--- config.mk ---
export PLATFORM = sky130hd
export DESIGN_NAME = motor_command_data_selector
export DESIGN_NICKNAME = d
export VERILOG_FILES = /design/src/rtl/motor_cmd_pkg.sv /design/src/rtl/motor_command_data_selector.sv
export VERILOG_INCLUDE_DIRS = /design/src /design/src/rtl
export SDC_FILE = /design/constraint.sdc
export NUM_CORES = 2
export LEC_CHECK = 0
export ABC_CLOCK_PERIOD_IN_PS = 47500
export BUFFER_PORTS_ARGS = -buffer_cell sky130_fd_sc_hd__clkbuf_2
export CORE_ASPECT_RATIO = 0.5
export CORE_MARGIN = 1
export CORE_UTILIZATION = 50
export CTS_BUF_LIST = sky130_fd_sc_hd__clkbuf_4 sky130_fd_sc_hd__clkbuf_8 sky130_fd_sc_hd__clkbuf_16
export DETAILED_ROUTE_END_ITERATION = 10
export HOLD_SLACK_MARGIN = 0.1
export PLACE_DENSITY = 0.69
export SYNTH_ARGS = -nofsm -noshare
export SYNTH_HDL_FRONTEND = slang
export SYNTH_SLANG_ARGS = --single-unit
--- constraint.sdc ---
create_clock -name CORE_CLK -period 47.5 [get_ports CORE_CLK]
set_input_delay 14.25 -clock CORE_CLK [delete_from_list [all_inputs] [get_ports CORE_CLK]]
set_output_delay 14.25 -clock CORE_CLK [all_outputs]
set_load 0.02 [all_outputs]
--- src/rtl/motor_cmd_defines.svh ---
// Constants for the motor command data selector: defaults, ranges, ramp timing.
// Assumes CORE_CLK at 25 MHz and a 1 ms ramp tick derived from it.
// Behaviour
// - Raise limit-reached output when torque meets the active limit.
// - Indication below a 20 percent limit may be unstable.
// - Analog limit gain 0 to 300 percent per volt, default 65.
// - Analog limit offset -150 to +150 percent, default zero.
// - Analog limit capped by maximum 0 to 300 percent, default 300.
// - Ramp times 0.0 to 15.0 seconds, default 0.5 seconds.
// - Ramp time spans standstill to rated 3000 r/min.
// - Digital speed may scale ramp time to the selected speed.
// - Direction mapping 0 is CCW positive, 1 is CW, default 1.
// - Two-wire mode: forward run turns the positive direction.
// - Three-wire mode: direction select low turns the positive direction.
// - Four select bits choose one of 16 data sets.
// - Select bits decode as a binary data number.
// - Run with the selected set's speed, limit and ramp times.
// - Run starts on forward or reverse, switches data, stops on release; in three-wire mode only forward starts it, reverse is ignored.
// - Source 1 takes analog speed only for data number 1.
// - Source 2 takes analog speed for every data number.
// - Panel mode blinks direction at standstill; a key toggles it.
// - Limit applies only while limit enable is on, else peak torque.
// - Unassigned enable counts as on; all assigned terminals must be on.
`ifndef MOTOR_CMD_DEFINES_SVH
`define MOTOR_CMD_DEFINES_SVH
`define GAIN_DEFAULT       9'h041
`define GAIN_MAX           9'h12C
`define OFFSET_DEFAULT     9'h000
`define OFFSET_LIMIT       9'h096
`define TQ_MAX_DEFAULT     9'h12C
`define TQ_MAX_LIMIT       9'h12C
`define TQ_PEAK            9'h12C
`define TQ_STABLE_MIN      9'h014
`define RAMP_DEFAULT_DS    8'h05
`define RAMP_MAX_DS        8'h96
`define RATED_RPM          13'h0BB8
`define DIR_DEFAULT        1'b1
`define CLK_HZ             25000000
`define TICK_MS            1
`define TICK_CYCLES        ((`CLK_HZ / 1000) * `TICK_MS)
`define BLINK_TICKS        10'h1F4
`define SYNC_DEPTH         3
`endif

--- src/rtl/motor_cmd_pkg.sv ---
// Types for the motor command data selector.
// Assumes the defines header supplies all numeric constants.
package motor_cmd_pkg;
  typedef struct packed {
    logic [12:0] speed_rpm;
    logic [8:0]  torque_pct;
    logic [7:0]  accel_ds;
    logic [7:0]  decel_ds;
  } op_data_s;
  typedef enum logic [1:0] {
    SRC_DIGITAL,
    SRC_ANALOG_NO1,
    SRC_ANALOG_ALL,
    SRC_TORQUE_ANALOG
  } cmd_src_e;
  typedef enum {
    ST_IDLE,
    ST_RUN,
    ST_STOPPING
  } run_state_e;
endpackage : motor_cmd_pkg

--- src/rtl/motor_command_data_selector.sv ---
// Command logic: selects data sets, ramps the speed command, derives the torque limit.
// Assumes run and select pins are asynchronous; data table is loaded over a write port.
`timescale 1ns/1ps
`include "motor_cmd_defines.svh"
module motor_command_data_selector (
  input  wire logic                      CORE_CLK,
  input  wire logic                      RESET,
  input  wire logic                      FORWARD_RUN_IN,
  input  wire logic                      REVERSE_RUN_IN,
  input  wire logic                      DIRECTION_SELECT_IN,
  input  wire logic [3:0]                DATA_SELECT_IN,
  input  wire logic [3:0]                DATA_SELECT_ASSIGNED,
  input  wire logic [1:0]                TORQUE_LIMIT_ENABLE_IN,
  input  wire logic [1:0]                TORQUE_LIMIT_ENABLE_ASSIGNED,
  input  wire logic                      THREE_WIRE_MODE,
  input  wire logic                      DIR_MAP_WE,
  input  wire logic                      DIR_MAP_IN,
  input  wire logic                      RAMP_TO_SET_SPEED,
  input  wire motor_cmd_pkg::cmd_src_e   CMD_SOURCE,
  input  wire logic                      GAIN_WE,
  input  wire logic [8:0]                GAIN_IN,
  input  wire logic                      OFFSET_WE,
  input  wire logic signed [8:0]         OFFSET_IN,
  input  wire logic                      TQ_MAX_WE,
  input  wire logic [8:0]                TQ_MAX_IN,
  input  wire logic                      DATA_WE,
  input  wire logic [3:0]                DATA_WADDR,
  input  wire motor_cmd_pkg::op_data_s   DATA_WDATA,
  input  wire logic [7:0]                ANALOG_DV,
  input  wire logic [12:0]               ANALOG_SPEED_RPM,
  input  wire logic [8:0]                MOTOR_TORQUE_PCT,
  input  wire logic                      PANEL_MODE,
  input  wire logic                      PANEL_DIR_KEY,
  output logic [12:0]                    SPEED_CMD_RPM,
  output logic                           DIRECTION_CW,
  output logic                           RUNNING,
  output logic [8:0]                     TORQUE_LIMIT_PCT,
  output logic                           TORQUE_LIMIT_REACHED_OUT,
  output logic                           TORQUE_LIMIT_UNSTABLE,
  output logic [3:0]                     DATA_NUMBER,
  output logic [8:0]                     GAIN_PCT_PER_V,
  output logic signed [8:0]              OFFSET_PCT,
  output logic [8:0]                     TQ_MAX_PCT,
  output logic                           DIR_MAP,
  output logic                           PANEL_DIR_BLINK
);
  localparam int TICK_CYCLES = `TICK_CYCLES;

  // Three-stage synchronisers for the pins
  logic [2:0] fwd_sync_reg;
  logic [2:0] rev_sync_reg;
  logic [2:0] dsel_sync_reg;
  logic [2:0] key_sync_reg;
  logic       fwd_reg, rev_reg, dsel_reg, key_reg;
  wire  [3:0] msel_reg;
  wire  [1:0] tle_reg;

  always_ff @(posedge CORE_CLK or posedge RESET) begin
    if (RESET) begin
      fwd_sync_reg  <= 3'h0;
      rev_sync_reg  <= 3'h0;
      dsel_sync_reg <= 3'h0;
      key_sync_reg  <= 3'h0;
    end else begin
      fwd_sync_reg  <= {fwd_sync_reg[1:0], FORWARD_RUN_IN};
      rev_sync_reg  <= {rev_sync_reg[1:0], REVERSE_RUN_IN};
      dsel_sync_reg <= {dsel_sync_reg[1:0], DIRECTION_SELECT_IN};
      key_sync_reg  <= {key_sync_reg[1:0], PANEL_DIR_KEY};
    end
  end

  genvar gi;
  generate
    for (gi = 0; gi < 4; gi++) begin : g_msel
      logic [2:0] sync_reg;
      logic       level_reg;
      always_ff @(posedge CORE_CLK or posedge RESET) begin
        if (RESET) begin
          sync_reg  <= 3'h0;
          level_reg <= 1'b0;
        end else begin
          sync_reg <= {sync_reg[1:0], DATA_SELECT_IN[gi]};
          if (sync_reg[1] == sync_reg[2]) begin
            level_reg <= sync_reg[2];
          end
        end
      end
      assign msel_reg[gi] = level_reg;
    end
    for (gi = 0; gi < 2; gi++) begin : g_tle
      logic [2:0] sync_reg;
      logic       level_reg;
      always_ff @(posedge CORE_CLK or posedge RESET) begin
        if (RESET) begin
          sync_reg  <= 3'h0;
          level_reg <= 1'b0;
        end else begin
          sync_reg <= {sync_reg[1:0], TORQUE_LIMIT_ENABLE_IN[gi]};
          if (sync_reg[1] == sync_reg[2]) begin
            level_reg <= sync_reg[2];
          end
        end
      end
      assign tle_reg[gi] = level_reg;
    end
  endgenerate

  // Filtered levels: change accepted once stages two and three agree
  always_ff @(posedge CORE_CLK or posedge RESET) begin
    if (RESET) begin
      fwd_reg  <= 1'b0;
      rev_reg  <= 1'b0;
      dsel_reg <= 1'b0;
      key_reg  <= 1'b0;
    end else begin
      if (fwd_sync_reg[1] == fwd_sync_reg[2]) fwd_reg <= fwd_sync_reg[2];
      if (rev_sync_reg[1] == rev_sync_reg[2]) rev_reg <= rev_sync_reg[2];
      if (dsel_sync_reg[1] == dsel_sync_reg[2]) dsel_reg <= dsel_sync_reg[2];
      if (key_sync_reg[1] == key_sync_reg[2]) key_reg <= key_sync_reg[2];
    end
  end

  // Parameter registers
  logic [8:0]        gain_reg;
  logic signed [8:0] offset_reg;
  logic [8:0]        tq_max_reg;
  logic              dir_map_reg;
  logic              key_prev_reg;
  wire               key_press = key_reg & ~key_prev_reg;
  wire               stopped;
  wire               gain_ok   = (GAIN_IN <= `GAIN_MAX);
  wire               offset_ok = (OFFSET_IN <= $signed(`OFFSET_LIMIT)) &&
                                 (OFFSET_IN >= -$signed(`OFFSET_LIMIT));
  wire               tq_max_ok = (TQ_MAX_IN <= `TQ_MAX_LIMIT);

  always_ff @(posedge CORE_CLK or posedge RESET) begin
    if (RESET) begin
      gain_reg     <= `GAIN_DEFAULT;
      offset_reg   <= `OFFSET_DEFAULT;
      tq_max_reg   <= `TQ_MAX_DEFAULT;
      dir_map_reg  <= `DIR_DEFAULT;
      key_prev_reg <= 1'b0;
    end else begin
      key_prev_reg <= key_reg;
      if (GAIN_WE && gain_ok) gain_reg <= GAIN_IN;
      if (OFFSET_WE && offset_ok) offset_reg <= OFFSET_IN;
      if (TQ_MAX_WE && tq_max_ok) tq_max_reg <= TQ_MAX_IN;
      if (DIR_MAP_WE) begin
        dir_map_reg <= DIR_MAP_IN;
      end else if (PANEL_MODE && stopped && key_press) begin
        dir_map_reg <= ~dir_map_reg;
      end
    end
  end

  // Operation data table, ramp fields clipped to range
  motor_cmd_pkg::op_data_s data_mem [16];
  motor_cmd_pkg::op_data_s wdata_clip;
  always_comb begin
    wdata_clip = DATA_WDATA;
    if (DATA_WDATA.accel_ds > `RAMP_MAX_DS) wdata_clip.accel_ds = `RAMP_MAX_DS;
    if (DATA_WDATA.decel_ds > `RAMP_MAX_DS) wdata_clip.decel_ds = `RAMP_MAX_DS;
  end
  always_ff @(posedge CORE_CLK or posedge RESET) begin
    if (RESET) begin
      for (int i = 0; i < 16; i++) data_mem[i] <= '{speed_rpm: 13'h0000, torque_pct: `TQ_PEAK,
                                                     accel_ds: `RAMP_DEFAULT_DS,
                                                     decel_ds: `RAMP_DEFAULT_DS};
    end else if (DATA_WE) begin
      data_mem[DATA_WADDR] <= wdata_clip;
    end
  end

  // Data number from assigned select bits
  wire [3:0] data_num = msel_reg & DATA_SELECT_ASSIGNED;
  motor_cmd_pkg::op_data_s sel_data;
  assign sel_data = data_mem[data_num];

  // Speed target source
  wire use_analog = (CMD_SOURCE == motor_cmd_pkg::SRC_ANALOG_ALL) ||
                    (CMD_SOURCE == motor_cmd_pkg::SRC_ANALOG_NO1 && data_num == 4'h1);
  wire [12:0] set_speed = use_analog ? ANALOG_SPEED_RPM : sel_data.speed_rpm;

  // Run state and direction
  motor_cmd_pkg::run_state_e state_reg, state_next;
  logic        dir_cw_reg;
  logic [12:0] speed_reg;
  wire         run_req = fwd_reg ^ rev_reg;
  wire         req_pos = THREE_WIRE_MODE ? ~dsel_reg : fwd_reg;
  wire         req_cw  = req_pos ? dir_map_reg : ~dir_map_reg;
  wire         run_act = THREE_WIRE_MODE ? fwd_reg : run_req;
  assign stopped = (state_reg == motor_cmd_pkg::ST_IDLE);

  always_comb begin
    state_next = state_reg;
    unique case (state_reg)
      motor_cmd_pkg::ST_IDLE:     if (run_act) state_next = motor_cmd_pkg::ST_RUN;
      motor_cmd_pkg::ST_RUN:      if (!run_act) state_next = motor_cmd_pkg::ST_STOPPING;
      motor_cmd_pkg::ST_STOPPING: if (run_act) state_next = motor_cmd_pkg::ST_RUN;
                                  else if (speed_reg == 13'h0000) state_next = motor_cmd_pkg::ST_IDLE;
    endcase
  end

  // Ramp: step per ms = reference speed / (time in ms)
  logic [15:0] tick_cnt_reg;
  wire         tick = (tick_cnt_reg == 16'(TICK_CYCLES - 1));
  wire         rev_needed = (state_reg != motor_cmd_pkg::ST_IDLE) && (req_cw != dir_cw_reg);
  wire [12:0]  target = (state_reg == motor_cmd_pkg::ST_RUN && !rev_needed) ? set_speed : 13'h0000;
  wire         accel = target > speed_reg;
  wire [7:0]   ramp_ds = accel ? sel_data.accel_ds : sel_data.decel_ds;
  wire [12:0]  ref_rpm = (RAMP_TO_SET_SPEED && !use_analog) ? set_speed : `RATED_RPM;
  wire [19:0]  ramp_ms = 20'(ramp_ds) * 20'h00064;
  wire [19:0]  step_raw = (ramp_ms == 20'h0) ? 20'h01FFF : 20'(ref_rpm) / ramp_ms;
  wire [12:0]  step = (step_raw == 20'h0) ? 13'h0001 :
                      (step_raw > 20'h01FFF) ? 13'h1FFF : step_raw[12:0];
  wire [12:0]  diff = accel ? (target - speed_reg) : (speed_reg - target);
  wire [12:0]  speed_next = (diff <= step) ? target :
                            accel ? (speed_reg + step) : (speed_reg - step);

  always_ff @(posedge CORE_CLK or posedge RESET) begin
    if (RESET) begin
      state_reg    <= motor_cmd_pkg::ST_IDLE;
      tick_cnt_reg <= 16'h0000;
      speed_reg    <= 13'h0000;
      dir_cw_reg   <= `DIR_DEFAULT;
    end else begin
      state_reg    <= state_next;
      tick_cnt_reg <= tick ? 16'h0000 : tick_cnt_reg + 16'h0001;
      if (tick) speed_reg <= speed_next;
      if (speed_reg == 13'h0000 && run_act) dir_cw_reg <= req_cw;
      else if (stopped) dir_cw_reg <= req_cw;
    end
  end

  // Torque limit, analog path: gain * dV/10 + offset, clamped
  logic signed [20:0] an_raw;
  logic [8:0]         an_limit;
  always_comb begin
    an_raw = 21'(($signed({1'b0, gain_reg}) * $signed({1'b0, ANALOG_DV})) / 10)
             + 21'(offset_reg);
    if (an_raw < 0) an_limit = 9'h000;
    else if (an_raw > $signed({12'h000, tq_max_reg})) an_limit = tq_max_reg;
    else an_limit = an_raw[8:0];
  end
  wire [8:0] set_limit = (CMD_SOURCE == motor_cmd_pkg::SRC_TORQUE_ANALOG) ? an_limit
                                                                          : sel_data.torque_pct;
  wire tle_all = &(tle_reg | ~TORQUE_LIMIT_ENABLE_ASSIGNED);
  wire [8:0] act_limit = tle_all ? set_limit : `TQ_PEAK;

  // Blink counter for panel direction display
  logic [9:0] blink_cnt_reg;
  logic       blink_reg;
  logic       reached_reg;
  logic [8:0] limit_reg;
  always_ff @(posedge CORE_CLK or posedge RESET) begin
    if (RESET) begin
      blink_cnt_reg <= 10'h000;
      blink_reg     <= 1'b0;
      reached_reg   <= 1'b0;
      limit_reg     <= `TQ_PEAK;
    end else begin
      limit_reg   <= act_limit;
      reached_reg <= (MOTOR_TORQUE_PCT >= act_limit);
      if (!(PANEL_MODE && stopped)) begin
        blink_cnt_reg <= 10'h000;
        blink_reg     <= 1'b0;
      end else if (tick) begin
        if (blink_cnt_reg == `BLINK_TICKS - 10'h001) begin
          blink_cnt_reg <= 10'h000;
          blink_reg     <= ~blink_reg;
        end else begin
          blink_cnt_reg <= blink_cnt_reg + 10'h001;
        end
      end
    end
  end

  assign SPEED_CMD_RPM            = speed_reg;
  assign DIRECTION_CW             = dir_cw_reg;
  assign RUNNING                  = ~stopped;
  assign TORQUE_LIMIT_PCT         = limit_reg;
  assign TORQUE_LIMIT_REACHED_OUT = reached_reg;
  assign TORQUE_LIMIT_UNSTABLE    = (limit_reg < `TQ_STABLE_MIN);
  assign DATA_NUMBER              = data_num;
  assign GAIN_PCT_PER_V           = gain_reg;
  assign OFFSET_PCT               = offset_reg;
  assign TQ_MAX_PCT               = tq_max_reg;
  assign DIR_MAP                  = dir_map_reg;
  assign PANEL_DIR_BLINK          = blink_reg;

  // Checks on outputs and the command path
  a_reached_follows: assert property (@(posedge CORE_CLK) disable iff (RESET)
    (MOTOR_TORQUE_PCT >= act_limit) |=> TORQUE_LIMIT_REACHED_OUT)
    else $error("limit reached not raised");
  a_reached_clear: assert property (@(posedge CORE_CLK) disable iff (RESET)
    (MOTOR_TORQUE_PCT < act_limit) |=> !TORQUE_LIMIT_REACHED_OUT)
    else $error("limit reached not cleared");
  a_unstable_flag: assert property (@(posedge CORE_CLK) disable iff (RESET)
    TORQUE_LIMIT_UNSTABLE == (TORQUE_LIMIT_PCT < 9'h014))
    else $error("unstable flag wrong");
  a_gain_range: assert property (@(posedge CORE_CLK) disable iff (RESET)
    gain_reg <= 9'h12C)
    else $error("gain out of range");
  a_offset_range: assert property (@(posedge CORE_CLK) disable iff (RESET)
    (offset_reg <= 9'sd150) && (offset_reg >= -9'sd150))
    else $error("offset out of range");
  a_analog_capped: assert property (@(posedge CORE_CLK) disable iff (RESET)
    an_limit <= tq_max_reg)
    else $error("analog limit above maximum");
  a_ramp_range: assert property (@(posedge CORE_CLK) disable iff (RESET)
    sel_data.accel_ds <= 8'h96 && sel_data.decel_ds <= 8'h96)
    else $error("ramp time out of range");
  a_peak_disabled: assert property (@(posedge CORE_CLK) disable iff (RESET)
    !tle_all |=> TORQUE_LIMIT_PCT == 9'h12C)
    else $error("peak torque not applied");
  a_limit_applied: assert property (@(posedge CORE_CLK) disable iff (RESET)
    tle_all |=> TORQUE_LIMIT_PCT == $past(set_limit))
    else $error("set limit not applied");
  a_analog_all: assert property (@(posedge CORE_CLK) disable iff (RESET)
    CMD_SOURCE == motor_cmd_pkg::SRC_ANALOG_ALL |-> set_speed == ANALOG_SPEED_RPM)
    else $error("analog speed not used");
  a_analog_no1: assert property (@(posedge CORE_CLK) disable iff (RESET)
    (CMD_SOURCE == motor_cmd_pkg::SRC_ANALOG_NO1 && data_num != 4'h1) |->
    set_speed == sel_data.speed_rpm)
    else $error("stored speed not used");
  a_stop_release: assert property (@(posedge CORE_CLK) disable iff (RESET)
    (state_reg == motor_cmd_pkg::ST_RUN && !run_act) |=>
    state_reg == motor_cmd_pkg::ST_STOPPING)
    else $error("no stop on release");
  a_both_run_stop: assert property (@(posedge CORE_CLK) disable iff (RESET)
    (!THREE_WIRE_MODE && fwd_reg && rev_reg && state_reg == motor_cmd_pkg::ST_RUN) |=>
    state_reg == motor_cmd_pkg::ST_STOPPING)
    else $error("no stop on both run inputs");
  a_idle_speed: assert property (@(posedge CORE_CLK) disable iff (RESET)
    state_reg == motor_cmd_pkg::ST_IDLE |-> speed_reg == 13'h0000)
    else $error("idle with nonzero speed");
  a_dir_hold: assert property (@(posedge CORE_CLK) disable iff (RESET)
    speed_reg != 13'h0000 |=> $stable(dir_cw_reg))
    else $error("direction changed while turning");
  a_blink_idle: assert property (@(posedge CORE_CLK) disable iff (RESET)
    !(PANEL_MODE && stopped) |=> !PANEL_DIR_BLINK)
    else $error("blink outside panel standstill");
  a_ramp_step: assert property (@(posedge CORE_CLK) disable iff (RESET)
    tick |=> (SPEED_CMD_RPM - $past(SPEED_CMD_RPM) <= $past(step)) ||
             ($past(SPEED_CMD_RPM) - SPEED_CMD_RPM <= $past(step)))
    else $error("ramp step too large");
endmodule : motor_command_data_selector
==> results.yml <==
sta:
  relSlewSlack: -0.03049
  setup_tns_ns: -63.13
  setup_viol: 13
  final.min_clock_period_ns: 52.82
  fmax_mhz: 18.93
  hold_ws_ns: 0.3405
  finalHoldViolations: 0
  drv_slew: 4
  worst_pin_slew_ns: 1.533
  skew_ns: 0.03309
  min_period_over_period: 1.112
  rsz0062_at_grt: "true"
  fin_ws_ns: -5.317
placed_design:
  gp_congestion: 0.9586
  port_buffers: 186
  placed_cells: 7266
  dpl.hpwl_mm: 116.0
hold_path:
  hold_path_class: "register to register"
setup_path:
  slowest_delay_ns: 0.57
  cp_common_cell: "o21a_1"
  crit_path_start_kind: "input port"
  cp.required_ns: 48.09
  cp_max_fo: 29
  crit_type: "input port to register"
  cp_slowest_cell: "mux4_2"
  cp.arrival_ns: 53.40
  setup.worst_path.end_class: "register"
drt:
  first_pass_iters: 7
  num_vias: 44920
  drt_wl_total_mm: 165.5
  ant_nets: 0
  drc: 0
  via_per_inst: 5.959
  routedWlPerCell_um: 21.95
  drt-initial-drc-count: 4273
synthesis:
  synth_top_area_frac: 0.3019
  netlist_top_cells_area: "dfrtp_1, nand2_1, ha_1, dfstp_2, mux4_2"
  syn_area_per_cell_um2: 9.201
  yosysMostFrequentCell: "nand2_1"
  postSynthCellCount: 5315
  ys_async_sr_fraction: 1.000
  synth-seq-cells: 730
  syn_area_mm2: 0.04891
  yosys_warnings: 0
  yosysUniqueCellTypes: 126
  synth_area_leader_cell: "dfrtp_1"
  synth_edf_count: 0
  synthFlopType: "dfrtp_1"
  synth_common_cells: "nand2_1, dfrtp_1, o21ai_0"
  synth_seq_area_share: 0.3771
finish:
  fill_cells: 7766
  largest_reg_flops: 608
  nNetsFinal: 6686
  finalNonFillerCells: 7538
  syn2layout_area_growth_pct: 26.11
  drive_above_1_share: 0.3263
grt:
  grt_pass1_wl_mm: 254.4
  grt-ovfl-total: 0
  grt_pass1_vias: 44660
  grt_max_degree: 198
  grt_util_all_layers: 0.3296
  antenna_found_initial: 5
floorplanning:
  die_y_um: 223.1
  die-area_mm2: 0.09914
  core_area_mm2: 0.09609
  rows: 80
  die_w_um: 444.3
  start_util: 0.5089
  io_pins: 187
outcome:
  failed_checks: "capacitance limit, slew limit, setup timing"
  status: "finished with violations"
cts:
  path_clk_slew_ns: 0.07
  cts_tree: "yes"
  cts_buffers: 68
  clock-root-buffer: "clkbuf_16"
  clock_sinks: 730
  cts_max_level: 3
  cts_buffer_depth: 3
  clk_latency_ns: 0.67
job:
  drv_cap: 1
[final timing paths]
kind                                    startpoint               endpoint  slack (ns)  cells after the start
setup / recovery           DATA_SELECT_ASSIGNED[0]      SPEED_CMD_RPM[12]       -5.32                    220
hold / removal                     rev_sync_reg[0]        rev_sync_reg[1]        0.34                      0
setup reg to reg               g_msel[1].level_reg      SPEED_CMD_RPM[12]        7.79                    221
hold reg to reg                    rev_sync_reg[0]        rev_sync_reg[1]        0.34                      0
max in group asynchronous                    RESET          data_mem[321]       31.03                      4
min in group asynchronous                    RESET  g_msel[2].sync_reg[2]       13.81                      2
[layout by cell type (no fill, tap or decap), types with 89 or more instances in the layout]
| cell | netlist | routed |
|---|---|---|
| mux2_2 | 197 | 188 |
| inv_1 | 198 | 188 |
| xnor2_1 | 95 | 93 |
| dfrtp_1 | 590 | 590 |
| nor3_1 | 104 | 89 |
| a21oi_1 | 173 | 132 |
| o21ai_0 | 352 | 320 |
| mux4_2 | 146 | 146 |
| ha_1 | 300 | 266 |
| dfstp_2 | 140 | 140 |
| nor2_1 | 264 | 228 |
| clkbuf_2 | 0 | 184 |
| buf_4 | 3 | 863 |
| nand2_1 | 1346 | 1322 |
[kinds of logic (layout without fill, tap and decap cells)]
logic type | Yosys count | after routing | synth area share
simple gates | 2148 | 2148 | 0.1909
compound gates | 1037 | 1037 | 0.1401
flops | 730 | 730 | 0.3771
buf+inv | 476 | 1419 | 0.03825
mux | 401 | 401 | 0.1248
fa+ha+maj | 364 | 364 | 0.09988
xor+xnor | 158 | 158 | 0.02886
other cells | 1 | 10 | 0.00007668
[worst max-delay path, delay by kind of cell]
family                     cells  cell delay, ns
AOI/OAI and AO/OA            104           17.71
xor gates and xnor gates       4            0.61
and+or+nand+nor               61            9.39
adders and majority gates     23            6.54
buffers and inverters         21            2.39
muxes                          7            2.44
[stage by stage]
| step | setup slack (ns) | util | cell area (um2) |
|---|---|---|---|
| global route | -7.438 | 0.6418 | 61670 |
| floorplan | -6.746 | - | 49840 |
| CTS | -4.935 | 0.6300 | 60540 |
| global placement | -6.205 | 0.5923 | 56910 |
| finish | -5.317 | 0.6418 | 61670 |
| detailed placement | -7.131 | 0.5923 | 56910 |
[final cells by class]
type                            count  area [um2]  area share
Multi-Input combinational cell   4115       30380      0.4925
Sequential cell                   730       18440      0.2990
Timing Repair Buffer             1091        8068      0.1308
Clock buffer                       97        1944     0.03153
Tap cell                         1271        1590     0.02579
Inverter                          203       785.8     0.01274
Clock inverter                     28       460.4    0.007466
Antenna cell                        3       7.507   0.0001217
[routing by layer]
layer | up-vias | part of all wire | track usage
li1 | 20470 | - | -
met1 | 22330 | 0.42 | 0.4491
met2 | 1753 | 0.46 | 0.5293
met3 | 362 | 0.082 | 0.06460
met4 | 2 | 0.035 | 0.1075
met5 | - | 0.000079 | 0
[timing repair]
action	CTS	global route
hold endpoints to repair	0	0
resized for setup	130	129
hold buffers	0	0
pin swaps	112	142
cloned	3	0
setup endpoints to repair	13	13
setup buffers	74	71
Power is not shown: default switching activity piles up to over one toggle a cycle in this logic, so the estimate is an artifact.
